==> src/core/bcs_pkg.sv <==
// Package: constants and carriers for the battery query responder
package bcs_pkg;

  // APB byte offsets
  localparam logic [11:0] BCS_CTRL_OFS = 12'h000;
  localparam logic [11:0] BCS_SRC_OFS = 12'h004;
  localparam logic [11:0] BCS_STAT_OFS = 12'h008;
  localparam logic [11:0] BCS_ID_OFS = 12'h040;
  localparam logic [11:0] BCS_CAP_OFS = 12'h060;

  // Reset values
  localparam logic [31:0] BCS_CTRL_RST = 32'h0000_0000;
  localparam logic [15:0] BCS_SRC_RST = 16'h0000;
  localparam logic [31:0] BCS_WORD_RST = 32'h0000_0000;

  // Battery counts and index ranges
  localparam int BCS_NBAT = 8;
  localparam logic [7:0] BCS_LAST_REF = 8'h07;
  localparam int BCS_HS_BIT = 2;

  // Extended header data sizes
  localparam logic [7:0] BCS_REQ_SIZE = 8'h01;
  localparam logic [7:0] BCS_CAP_SIZE = 8'h09;

  // Capacity codes
  localparam logic [15:0] BCS_CAP_ABSENT = 16'h0000;
  localparam logic [15:0] BCS_CAP_UNKNOWN = 16'hffff;

  // Field positions
  localparam int BCS_TYPE_INVALID = 0;
  localparam int BCS_TYPE_HOTSWAP = 1;
  localparam int BCS_PSI_BATTERY = 3;
  localparam int BCS_STAT_VALID = 8;
  localparam int BCS_STAT_SZERR = 9;

  // Request from the protocol engine
  typedef struct packed {
    logic valid;
    logic is_status;
    logic [7:0] size;
    logic [7:0] ref_idx;
  } bcs_req_t;

  // Capability reply toward the message builder
  typedef struct packed {
    logic valid;
    logic [7:0] size;
    logic [71:0] block;
  } bcs_cap_t;

  // Status request toward the status object builder
  typedef struct packed {
    logic valid;
    logic [7:0] ref_idx;
  } bcs_stat_t;

endpackage

==> src/core/bcs_responder.sv <==
// Battery capability and status query responder with APB registers
`timescale 1ns/100ps

// Register bus side: APB with no wait states. A read word is latched
// in the setup cycle and stands through the access cycle, so software
// sees the value from the setup edge, never one changed during access.
// Query side: the protocol engine hands over one decoded request a
// cycle, as a single-cycle strobe with size and reference byte.
// Capability requests are answered one cycle later with the whole
// nine-byte block in parallel; the message builder serialises it.
// Status requests are only passed on, since the status object is
// assembled elsewhere from live battery data.
// Battery data lives in software-written words; keeping it in
// registers trades area for a reply that never waits on firmware.
// Limitation: presence bits only matter for the hot swap half, so
// firmware cannot mark a fixed battery absent through them.
// A size error is sticky until software clears it.
// Both sides share the one clock, so no input needs a
// synchroniser in front of it.
module bcs_responder (
  input wire logic pclk,
  input wire logic presetn,
  input wire logic psel,
  input wire logic penable,
  input wire logic pwrite,
  input wire logic [11:0] paddr,
  input wire logic [31:0] pwdata,
  output logic [31:0] prdata,
  output logic pready,
  output logic pslverr,
  input wire bcs_pkg::bcs_req_t req,
  output bcs_pkg::bcs_cap_t cap_rsp,
  output bcs_pkg::bcs_stat_t stat_req,
  output logic [7:0] bat_supply,
  output logic bat_supply_valid
);
  import bcs_pkg::*;

  // Whole module state in one word
  typedef struct packed {
    // Battery masks written by software
    logic [31:0] ctrl;
    // Present source input and battery input bitmap
    logic [15:0] src;
    // Sticky flag for a request of the wrong size
    logic size_err;
    // Reference of the latest query, and replies sent so far
    logic [7:0] last_ref;
    logic [7:0] cap_cnt;
    // Identifier and capacity words, one pair per battery
    logic [BCS_NBAT-1:0][31:0] idw;
    logic [BCS_NBAT-1:0][31:0] capw;
    // Bus answer, latched in the setup cycle
    logic [31:0] rdata;
    logic slverr;
    // Reply carriers toward the message and status builders
    bcs_cap_t cap;
    bcs_stat_t stat;
  } bcs_state_t;

  bcs_state_t state_q; // Registered state
  bcs_state_t state_d; // Next state

  // Register slot kinds
  typedef enum logic [4:0] {
    K_CTRL = 5'b00001,
    K_SRC = 5'b00010,
    K_STAT = 5'b00100,
    K_ID = 5'b01000,
    K_CAP = 5'b10000
  } bcs_kind_t;

  // Address decode, shared by read and write
  // Bit 5 marks a mapped address, bits 4:0 the one-hot slot kind
  // Only whole aligned words decode; odd byte addresses answer error
  function automatic logic [5:0] dec_addr(input logic [11:0] a);
    logic [5:0] r;
    // Unmapped unless a branch below matches
    r = 6'h00;
    if (a == BCS_CTRL_OFS) begin
      r = {1'b1, K_CTRL};
    end else if (a == BCS_SRC_OFS) begin
      r = {1'b1, K_SRC};
    end else if (a == BCS_STAT_OFS) begin
      r = {1'b1, K_STAT};
    end else if (a[11:5] == BCS_ID_OFS[11:5] && a[1:0] == 2'b00) begin
      r = {1'b1, K_ID};
    end else if (a[11:5] == BCS_CAP_OFS[11:5] && a[1:0] == 2'b00) begin
      r = {1'b1, K_CAP};
    end
    return r;
  endfunction

  // Battery index within the per-battery word arrays
  function automatic logic [2:0] slot(input logic [11:0] a);
    return a[4:2];
  endfunction

  // Battery powering bitmap, gated by the battery input flag
  function automatic logic [7:0] gate_map(input logic [15:0] s);
    logic [7:0] m;
    m = 8'h00;
    if (s[BCS_PSI_BATTERY]) begin
      m = s[15:8];
    end
    return m;
  endfunction

  // Builds the nine-byte capability block for one reference
  function automatic logic [71:0] build_cap(
    input logic [7:0] ref_idx,
    input logic [31:0] ctrl,
    input logic [BCS_NBAT-1:0][31:0] idw,
    input logic [BCS_NBAT-1:0][31:0] capw
  );
    // Block under construction, byte 0 in the low bits
    logic [71:0] b;
    // Slot of the battery in the word arrays
    logic [2:0] i;
    // Battery flags derived from the reference and the masks
    logic exists;
    logic hot;
    logic present;
    // Capacity fields after the absent and unknown codes
    logic [15:0] dcap;
    logic [15:0] lfcc;
    b = 72'h0;
    i = ref_idx[2:0];
    // upper half of range is hot swappable
    hot = ref_idx[BCS_HS_BIT];
    exists = (ref_idx <= BCS_LAST_REF) && ctrl[i];
    present = ctrl[8 + i];
    // Design capacity: absence wins over unknown
    if (hot && !present) begin
      dcap = BCS_CAP_ABSENT;
    end else if (ctrl[16 + i]) begin
      dcap = BCS_CAP_UNKNOWN;
    end else begin
      dcap = capw[i][15:0];
    end
    // Last full charge capacity, same precedence
    if (hot && !present) begin
      lfcc = BCS_CAP_ABSENT;
    end else if (ctrl[24 + i]) begin
      lfcc = BCS_CAP_UNKNOWN;
    end else begin
      lfcc = capw[i][31:16];
    end
    if (exists) begin
      // fields of the referenced battery only
      // vendor then product, low byte first
      b[31:0] = idw[i];
      // design capacity in bytes 4 and 5
      b[47:32] = dcap;
      // full charge capacity in bytes 6 and 7
      b[63:48] = lfcc;
      b[64 + BCS_TYPE_HOTSWAP] = hot;
    end else begin
      b[64 + BCS_TYPE_INVALID] = 1'b1;
    end
    // bits 2 to 7 of byte 8 reserved
    b[71:66] = 6'h00;
    return b;
  endfunction

  // Zero wait states; the read word is loaded in setup
  // No access ever stalls, so the master never waits
  assign pready = 1'b1;
  // Read word and error stand until the next setup
  assign prdata = state_q.rdata;
  assign pslverr = state_q.slverr;
  // Replies and status request come straight from flops
  assign cap_rsp = state_q.cap;
  assign stat_req = state_q.stat;
  // Map forced to zero while not running on battery
  assign bat_supply = gate_map(state_q.src);
  assign bat_supply_valid = state_q.src[BCS_PSI_BATTERY];

  // Next-state logic for bus, requests and replies
  always_comb begin
    logic [5:0] dk;
    logic wr;
    logic rd_setup;
    logic [31:0] rv;
    dk = dec_addr(paddr);
    wr = psel && penable && pwrite && dk[5];
    rd_setup = psel && !penable;
    rv = 32'h0;
    state_d = state_q;

    // Reply strobes are one-cycle pulses
    state_d.cap.valid = 1'b0;
    state_d.stat.valid = 1'b0;

    // Setup phase: read word and error answer
    if (rd_setup) begin
      case (dk[4:0])
        // Battery masks
        K_CTRL: begin
          rv = state_q.ctrl;
        end
        // Source fields, upper half reads zero
        K_SRC: begin
          rv = {16'h0, state_q.src};
        end
        // Count, last reference, flags and gated bitmap
        K_STAT: begin
          rv = {state_q.cap_cnt, state_q.last_ref, 6'h00,
                state_q.size_err, state_q.src[BCS_PSI_BATTERY],
                gate_map(state_q.src)};
        end
        // Identifier word of the addressed battery
        K_ID: begin
          rv = state_q.idw[slot(paddr)];
        end
        // Capacity word of the addressed battery
        K_CAP: begin
          rv = state_q.capw[slot(paddr)];
        end
        // Unmapped: zero, with the error answer below
        default: begin
          rv = 32'h0;
        end
      endcase
      // Unmapped addresses answer with an error
      state_d.rdata = pwrite ? 32'h0 : rv;
      state_d.slverr = !dk[5];
    end

    // Access phase: writes take effect at the handshake edge
    if (wr) begin
      case (dk[4:0])
        // New battery masks take effect on the next query
        K_CTRL: begin
          state_d.ctrl = pwdata;
        end
        // Source fields from the low half of the word
        K_SRC: begin
          state_d.src = pwdata[15:0];
        end
        // Only the clear bit is writable here
        K_STAT: begin
          // Write one clears the size error
          if (pwdata[BCS_STAT_SZERR]) begin
            state_d.size_err = 1'b0;
          end
        end
        // Identifier word of one battery
        K_ID: begin
          state_d.idw[slot(paddr)] = pwdata;
        end
        // Capacity word of one battery
        K_CAP: begin
          state_d.capw[slot(paddr)] = pwdata;
        end
        // Unmapped writes are dropped
        default: begin
          state_d.ctrl = state_q.ctrl;
        end
      endcase
    end

    // Incoming query from the protocol engine
    // Requests are never refused; one may come every cycle
    if (req.valid) begin
      // Kept for software, even for a bad reference
      state_d.last_ref = req.ref_idx;
      // other sizes are flagged, set beats clear
      if (req.size != BCS_REQ_SIZE) begin
        state_d.size_err = 1'b1;
      end
      if (req.is_status) begin
        // forward the reference to the status builder
        state_d.stat.valid = 1'b1;
        state_d.stat.ref_idx = req.ref_idx;
      end else begin
        state_d.cap.valid = 1'b1;
        state_d.cap.size = BCS_CAP_SIZE;
        // Uses the masks as they stood before this edge's write
        state_d.cap.block = build_cap(req.ref_idx, state_q.ctrl,
                                      state_q.idw, state_q.capw);
        // Reply counter wraps; software reads differences
        state_d.cap_cnt = state_q.cap_cnt + 8'h01;
      end
    end
  end

  // State register; asynchronous reset to constants
  always_ff @(posedge pclk or negedge presetn) begin
    if (!presetn) begin
      // Clear everything, then apply the named reset values
      // so that a changed constant needs no edit here
      state_q <= '0;
      state_q.ctrl <= BCS_CTRL_RST;
      state_q.src <= BCS_SRC_RST;
      // Every battery slot back to its reset word
      for (int k = 0; k < BCS_NBAT; k++) begin
        state_q.idw[k] <= BCS_WORD_RST;
        state_q.capw[k] <= BCS_WORD_RST;
      end
    end else begin
      // Whole state advances together
      state_q <= state_d;
    end
  end

endmodule // bcs_responder

==> config.mk <==
export PLATFORM = sky130hd
export DESIGN_NAME = bcs_responder
export DESIGN_NICKNAME = d
export VERILOG_FILES = /design/src/core/bcs_pkg.sv /design/src/core/bcs_responder.sv
export SDC_FILE = /design/constraint.sdc
export NUM_CORES = 1
export LEC_CHECK = 0
export BUFFER_PORTS_ARGS = -buffer_cell sky130_fd_sc_hd__buf_2
export CORE_UTILIZATION = 35
export CTS_CLUSTER_SIZE = 8
export DETAILED_ROUTE_END_ITERATION = 12
export GPL_TIMING_DRIVEN = 1
export SLEW_MARGIN = 10
export SYNTH_ARGS = -nofsm -noshare
export SYNTH_HDL_FRONTEND = slang
export SYNTH_SLANG_ARGS = --single-unit
==> constraint.sdc <==
create_clock -name pclk -period 1.95 [get_ports pclk]
set_input_delay 0.0975 -clock pclk [delete_from_list [all_inputs] [get_ports pclk]]
set_output_delay 0.0975 -clock pclk [all_outputs]
set_load 0.01 [all_outputs]
==> summary.txt, run 1 <==
Status
  • Status: complete, but fails checks
  • Failing checks: setup timing

Timing
  • Final hold slack: 0.03436 ns
  • Worst slew margin: 25.00%
  • Fin. max-slew vios: 0
  • Fmax: 475.0 MHz
  • RSZ-0062 raised after global routing: true
  • Setup TNS: -0.7294 ns
  • Worst Tran Pin Value: 1.121 ns
  • Final Worst Setup Slack: -0.1552 ns
  • Period utilization: 108.0%
  • Clock skew: 0.02738 ns
  • Final Hold Fails: 0
  • Fin crit period: 2.105 ns
  • Final setup violating endpoints: 12

Worst setup path
  • Critical Path RT: 2.49 ns
  • R2R setup slack: -0.16 ns
  • Reg2reg start: state_q[684]$_DFFE_PN0P_
  • Startpoint types: flip-flop
  • CP top delay family: multiplexers
  • WP data arrival: 2.64 ns
  • Reg2Reg Depth: 6
  • Crit end category: flip-flop
  • Setup CP Type: reg2reg
  • Critical-path top delay cell: mux4_2
  • Reg2reg end: cap_rsp[41]$_DFFE_PN0P_
  • Slowest stage delay, CP: 0.53 ns
  • Crit path depth: 6
  • Worst path cell trace: mux4_2 -> buf_12 -> or3_4 -> a22oi_2 -> buf_4 -> o21ai_2
  • Worst-path maximum fanout: 10
  • Worst path bufs/invs: 2

Drt
  • Vias per cell: 5.677
  • Initial DRC Count: 1704
  • Initial DRT Pass Iterations: 5
  • Via count: 22817
  • Routed WL per cell: 27.56 um
  • Total Wirelength: 110.8 mm
  • Residual DRC: 0
  • Post-DRT Antenna Nets: 0

Power and ir drop
  • Pwr/cell area: 733.9 nW/um2
  • Leak: 20.32 nW
  • P_int: 24.01 mW
  • Reg power frac: 45.9%
  • Combinational Power Share: 6.8%
  • VDD IR max: 0.6711 mV
  • Net switching power: 7.625 mW
  • Switching power share of the total: 24.10%
  • PnR Total Power: 31.64 mW
  • Clock share of power: 47.3%

Yosys
  • Netlist cell types: 51
  • Post-synth top area cell: dfrtp_1
  • Mapped Cells: 2393
  • YS warnings: 0
  • Seq cells post-synth: 687
  • Most frequent cell after synthesis: dfrtp_1
  • Yosys top cell area share: 47.98%
  • Top post-synthesis cells by count: dfrtp_1, mux2_2, mux4_2
  • Sequential area share after synthesis: 47.98%
  • Main synth FF type: dfrtp_1
  • Async S/R FF share, synth: 100.0%
  • Mapped Area: 35830 um2
  • Average size of a mapped cell: 14.97 um2
  • Post-synth EDFFs: 0
  • Synth top area cells: dfrtp_1, mux4_2, mux2_2, mux2_4, mux2i_1

Finish
  • Synth-to-layout area growth: 20.33%
  • Share of cells above drive strength 1: 54.38%
  • Design area: 43110 um2
  • Non-Filler Instances: 4019
  • Number of fill cells: 9038
  • Layout Nets: 2714
  • Area of the multi-input gates: 17260 um2
  • Layout Utilization: 42.80%
  • FF/Latch Area: 17190 um2

Hold path
  • Worst Hold Launch: pwdata[8]
  • HP Class: in2reg
  • Hold Path Cell Cnt: 2
  • Hold EP: state_q[579]$_DFFE_PN0P_

Clock tree
  • CTS Buffer Depth: 3
  • CTS Buf Count: 97
  • Root buf cell: clkbuf_16
  • Clk slew on worst S/H paths: 0.05 ns
  • CTS sink count: 687
  • CTS tree: done
  • Worst skew pair latency: 0.67 ns
  • H-tree Lvls: 3

Global route
  • Number of global-route vias before repair: 24707
  • Global-route wire length before repair: 166.1 mm
  • Gr usage total: 21.54%
  • Largest net degree at the start of global routing: 76
  • Initial antenna violation count: 7
  • Grt ovf: 0

Place
  • Placed insts: 3856
  • IO Port Bufs: 186
  • Gpl congestion: 0.8408
  • HPWL after DPL: 76.87 mm
  • Worst slack, placed: -0.3508 ns
  • Placed instance area: 39950 um2

Floorplan
  • Die footprint: 103600 um2
  • Core area: 100700 um2
  • Chip Width: 321.9 um
  • Total I/O pin count: 200
  • Die Height: 321.9 um
  • Initial core utilization: 35.57%
  • Core Rows: 116

Flow run
  • Max-Cap Viols: 0
per-layer routing:
layer | routed length, um | part of all wire, % | GRT usage [%] | vias to the layer above
met3 | 6536 | 5.9 | 3.949 | 192
met4 | 3793 | 3.4 | 7.757 | 6
li1 | - | - | - | 9409
met2 | 53310 | 48 | 35.04 | 816
met5 | 24 | 0.022 | 0 | -
met1 | 47110 | 43 | 28.71 | 12394
cell families after synthesis:
family | synth area share, %
AO/OA/AOI/OAI | 3.213
XOR/XNOR | 0.1711
AND/OR/NAND/NOR | 3.450
other | 0.02096
buffers and inverters | 5.452
adder cells (fa/ha/maj) | 0.03492
flip-flops | 47.98
multiplexers | 39.67
worst max path at each step:
stage | slack, ns | start | to
global placement | -0.33 | paddr[8] | state_q[622]$_DFFE_PN0P_
global route | -0.18 | state_q[687]$_DFFE_PN0P_ | cap_rsp[41]$_DFFE_PN0P_
detailed placement | -0.35 | paddr[8] | state_q[592]$_DFFE_PN0P_
finish | -0.16 | state_q[684]$_DFFE_PN0P_ | cap_rsp[41]$_DFFE_PN0P_
CTS | -0.16 | state_q[684]$_DFFE_PN0P_ | cap_rsp[41]$_DFFE_PN0P_
floorplan | -0.1 | paddr[8] | state_q[518]$_DFFE_PN0P_
registers in the layout, summed over array words and instances (netlist names):
register	count
state_q	576
cap_rsp	68
prdata	32
stat_req	9
bat_supply_valid	1
pslverr	1
worst register-to-register path, delay by kind of cell, from the launching register on:
kind	cells	cell delay, ns
and+or+nand+nor	1	0.38
DFF	1	0.39
AOI/OAI and AO/OA	2	0.31
buffers and inverters	2	0.37
muxes	1	0.53
layout make-up:
type / instances / area share, %
antenna: 5 / 0.02902
clock buffer: 101 / 5.689
clock inverter: 9 / 0.2264
inverter: 3 / 0.02612
multi-input combinational: 1385 / 40.04
sequential: 687 / 39.88
tap: 1357 / 3.939
timing repair buffer: 472 / 10.18
placed cells by master, fill, tap and decap left out, types with 3 or more instances in the layout:
cell	count
a22oi_2	14
and3_1	5
diode_2	5
buf_6	5
nor2_1	5
nand4_1	8
inv_1	3
dfrtp_1	687
mux2_4	176
o22a_1	22
conb_1	13
buf_2	179
and2_1	25
o21ai_0	53
buf_4	149
mux2_2	419
nand2b_1	5
mux4_2	263
clkbuf_16	97
or3_1	11
o221ai_1	22
nand2_1	95
buf_12	91
nor3_2	6
or3_4	7
xnor2_1	7
a32oi_1	11
a2bb2oi_1	8
inv_6	3
clkbuf_1	3
dlygate4sd3_1	45
nand3_1	15
o311ai_1	8
nand3_4	6
nor2b_1	3
mux2i_1	124
o21ai_1	11
nor3_4	6
power by group through the flow:
stage                     combinational [mW]  clock [mW]  sequential (mW)
after detailed placement                2.08           0             14.7
after floorplan                         1.02           0             14.7
after global placement                  2.04           0             14.7
final                                   2.16        15.0             14.5
after global routing                    2.32        15.9             14.5
after CTS                               2.18        15.3             14.5
what timing repair did:
| action | in CTS | in global routing |
|---|---|---|
| pin swaps | 5 | 6 |
| setup buffers | 3 | 0 |
| gates resized for setup | 15 | 24 |
| setup endpoints to repair | 15 | 17 |
| cloned | 0 | 0 |
| hold buffers | 44 | 2 |
| hold endpoints to repair | 1195 | 1 |
Power figures use the tool's default switching activity.
==> inputs of run 2 (changes only) <==
Settings changed: ABC_AREA from default to 1, PLACE_DENSITY from default to 0.51.
==> run 2 against run 1 <==
Net effect: the flow now finishes without violations; total power rose by 5.8%; combinational power rose by 73%; largest cell class is now flip-flops and latches; critical path depth rose by 5; die area rose by 3.8%.
==> summary.txt, run 2 <==
Status
  • Status: completed

Timing
  • RSZ-0062 raised after global routing: false
  • Worst Tran Pin Value: 1.046 ns
  • Fmax: 530.5 MHz
  • Worst slew margin: 30.02%
  • Final hold slack: 0.07863 ns
  • Final Hold Fails: 0
  • Clock skew: 0.03729 ns
  • Period utilization: 96.67%
  • Final setup violating endpoints: 0
  • Fin crit period: 1.885 ns
  • Fin. max-slew vios: 0

Place
  • IO Port Bufs: 186
  • Placed insts: 6505
  • HPWL after DPL: 107.9 mm
  • Gpl congestion: 0.9559

Worst setup path
  • Reg2reg start: state_q[673]$_DFFE_PN0P_
  • Reg2Reg Depth: 8
  • CP Capture Point: cap_rsp[15]$_DFFE_PN0P_
  • Critical Path RT: 2.55 ns
  • Reg2reg end: cap_rsp[10]$_DFFE_PN0P_
  • Crit end category: flip-flop
  • R2R setup slack: 0.07 ns
  • Startpoint types: input pin
  • Worst setup startpoint: req[0]
  • WP data arrival: 2.49 ns
  • Setup CP Type: in2reg
  • Worst-path maximum fanout: 41

Drt
  • Post-DRT Antenna Nets: 0
  • Via count: 37231
  • Residual DRC: 0
  • Routed WL per cell: 24.18 um
  • Initial DRC Count: 4710
  • Total Wirelength: 161.4 mm
  • Vias per cell: 5.578
  • Initial DRT Pass Iterations: 6

Clock tree
  • Root buf cell: clkbuf_16
  • Worst skew pair latency: 0.70 ns
  • Clk slew on worst S/H paths: 0.05 ns
  • H-tree Lvls: 3
  • CTS tree: done
  • CTS Buffer Depth: 3
  • CTS sink count: 687
  • Post-CTS Setup Repair Bufs: 0
  • CTS Buf Count: 96

Yosys
  • Sequential area share after synthesis: 46.23%
  • Mapped Area: 37190 um2
  • Async S/R FF share, synth: 100.0%
  • Most frequent cell after synthesis: nand2_1
  • Post-synth top area cell: dfrtp_1
  • Seq cells post-synth: 687
  • Mapped Cells: 5106
  • YS warnings: 0
  • Yosys top cell area share: 46.23%
  • Top post-synthesis cells by count: nand2_1, o21ai_0, dfrtp_1
  • Main synth FF type: dfrtp_1
  • Average size of a mapped cell: 7.283 um2
  • Post-synth EDFFs: 0
  • Synth top area cells: dfrtp_1, nand2_1, o21ai_0, nand4_1, nand3_1
  • Netlist cell types: 34

Finish
  • Reg with most FFs: state_q
  • Number of fill cells: 10824
  • Max FFs per register: 576
  • Non-Filler Instances: 6675
  • Most frequent cells in the layout: nand2_1, o21ai_0, dfrtp_1
  • Area of the multi-input gates: 16640 um2
  • FF/Latch Area: 17190 um2
  • Leading cell type in the layout, fill and taps excluded: nand2_1
  • Layout Nets: 5337
  • Synth-to-layout area growth: 20.13%
  • Share of cells above drive strength 1: 13.69%

Floorplan
  • Die footprint: 107600 um2
  • Die Height: 328.0 um
  • Chip Width: 328.0 um
  • Core area: 105300 um2
  • Core Rows: 119
  • Initial core utilization: 35.33%
  • Total I/O pin count: 200

Power and ir drop
  • PnR Total Power: 33.48 mW
  • Leak: 21.81 nW
  • Pwr/cell area: 749.4 nW/um2
  • VDD IR max: 0.6355 mV

Global route
  • Initial antenna violation count: 5
  • Global-route wire length before repair: 236.7 mm
  • Number of global-route vias before repair: 34692
  • Grt ovf: 0
  • Gr usage total: 29.52%
  • Largest net degree at the start of global routing: 88

Flow run
  • Max-Cap Viols: 0

Hold path
  • HP Class: in2reg
run 2: cell types whose count changed after synthesis, sizes merged, moves of 275 or more:
cell / previous run / this run
nand2: 95 / 1541
o21ai: 68 / 758
mux2: 596 / 0
nor2: 5 / 372
nand4: 10 / 285
run 2: power breakdown:
group | total, mW | switching, mW | internal [mW]
clock | 15.3 | 6.55 | 8.72
combinational | 3.73 | 2.61 | 1.12
sequential | 14.5 | 0.0815 | 14.4
total | 33.5 | 9.24 | 24.2
run 2: kinds of logic after synthesis:
logic type               count (synthesis)  share of synthesized area [%]
other                                    2                        0.02019
buffers and inverters                  804                          9.555
XOR/XNOR                                 7                         0.1649
flip-flops                             687                          46.23
AND/OR/NAND/NOR                       2539                          29.05
AO/OA/AOI/OAI                         1066                          14.94
adder cells (fa/ha/maj)                  1                        0.03364
run 2: timing repair:
action / CTS / global route
endpoints found under the hold margin: 984 / 0
cloned: 0 / 1
hold buffers: 56 / 0
setup endpoints to repair: 8 / 16
gates resized for setup: 2 / 6
run 2: per-stage QoR:
step	TNS [ns]	setup slack (ns)	area, um2	utilization [%]
after CTS	0	0.01836	44640	42.41
after floorplan	0	0.2745	37230	-
after global routing	0	0.001139	44670	42.43
after global placement	-46.64	-0.2045	41520	39.44
after detailed placement	-48.02	-0.2027	41520	39.44
final	0	0.06490	44680	42.44
run 2: how the worst min path moves through the flow:
| stage | from | endpoint | slack (ns) | depth (start not counted) |
|---|---|---|---|---|
| CTS | req[1] | state_q[644]$_DFFE_PN0P_ | 0.04 | 4 |
| global placement | presetn | stat_req[3]$_DFFE_PN0P_ | 0.02 | 1 |
| finish | req[1] | state_q[644]$_DFFE_PN0P_ | 0.08 | 4 |
| global route | req[1] | state_q[644]$_DFFE_PN0P_ | 0.08 | 4 |
| detailed placement | presetn | stat_req[3]$_DFFE_PN0P_ | 0.02 | 1 |
| floorplan | presetn | bat_supply_valid$_DFFE_PN0P_ | -0.20 | 0 |
run 2: critical path, cell delays in order:
cell,delay [ns]
dlygate4sd3_1,0.55
clkbuf_8,0.22
inv_8,0.16
buf_12,0.26
buf_12,0.25
nor2_1,0.06
a21oi_1,0.10
o21ai_0,0.09
o21ai_1,0.31
buf_4,0.17
a22o_1,0.12
run 2: layout make-up:
| type | instances | area share, % |
|---|---|---|
| multi-input cells | 3626 | 37.25 |
| flip-flops and latches | 687 | 38.48 |
| inverters | 258 | 2.215 |
| clock buffers | 102 | 5.428 |
| well taps | 1391 | 3.896 |
| repair buffers | 600 | 12.42 |
| diodes | 3 | 0.01680 |
| clock inverters | 8 | 0.2969 |
run 2: per-layer routing:
metal	global-route usage (%)	vias to the layer above	share of wire [%]
met3	7.325	270	10
met2	44.62	1842	44
met1	41.27	18049	43
met4	9.234	2	3.1
met5	0	-	0.0068
li1	-	17068	-
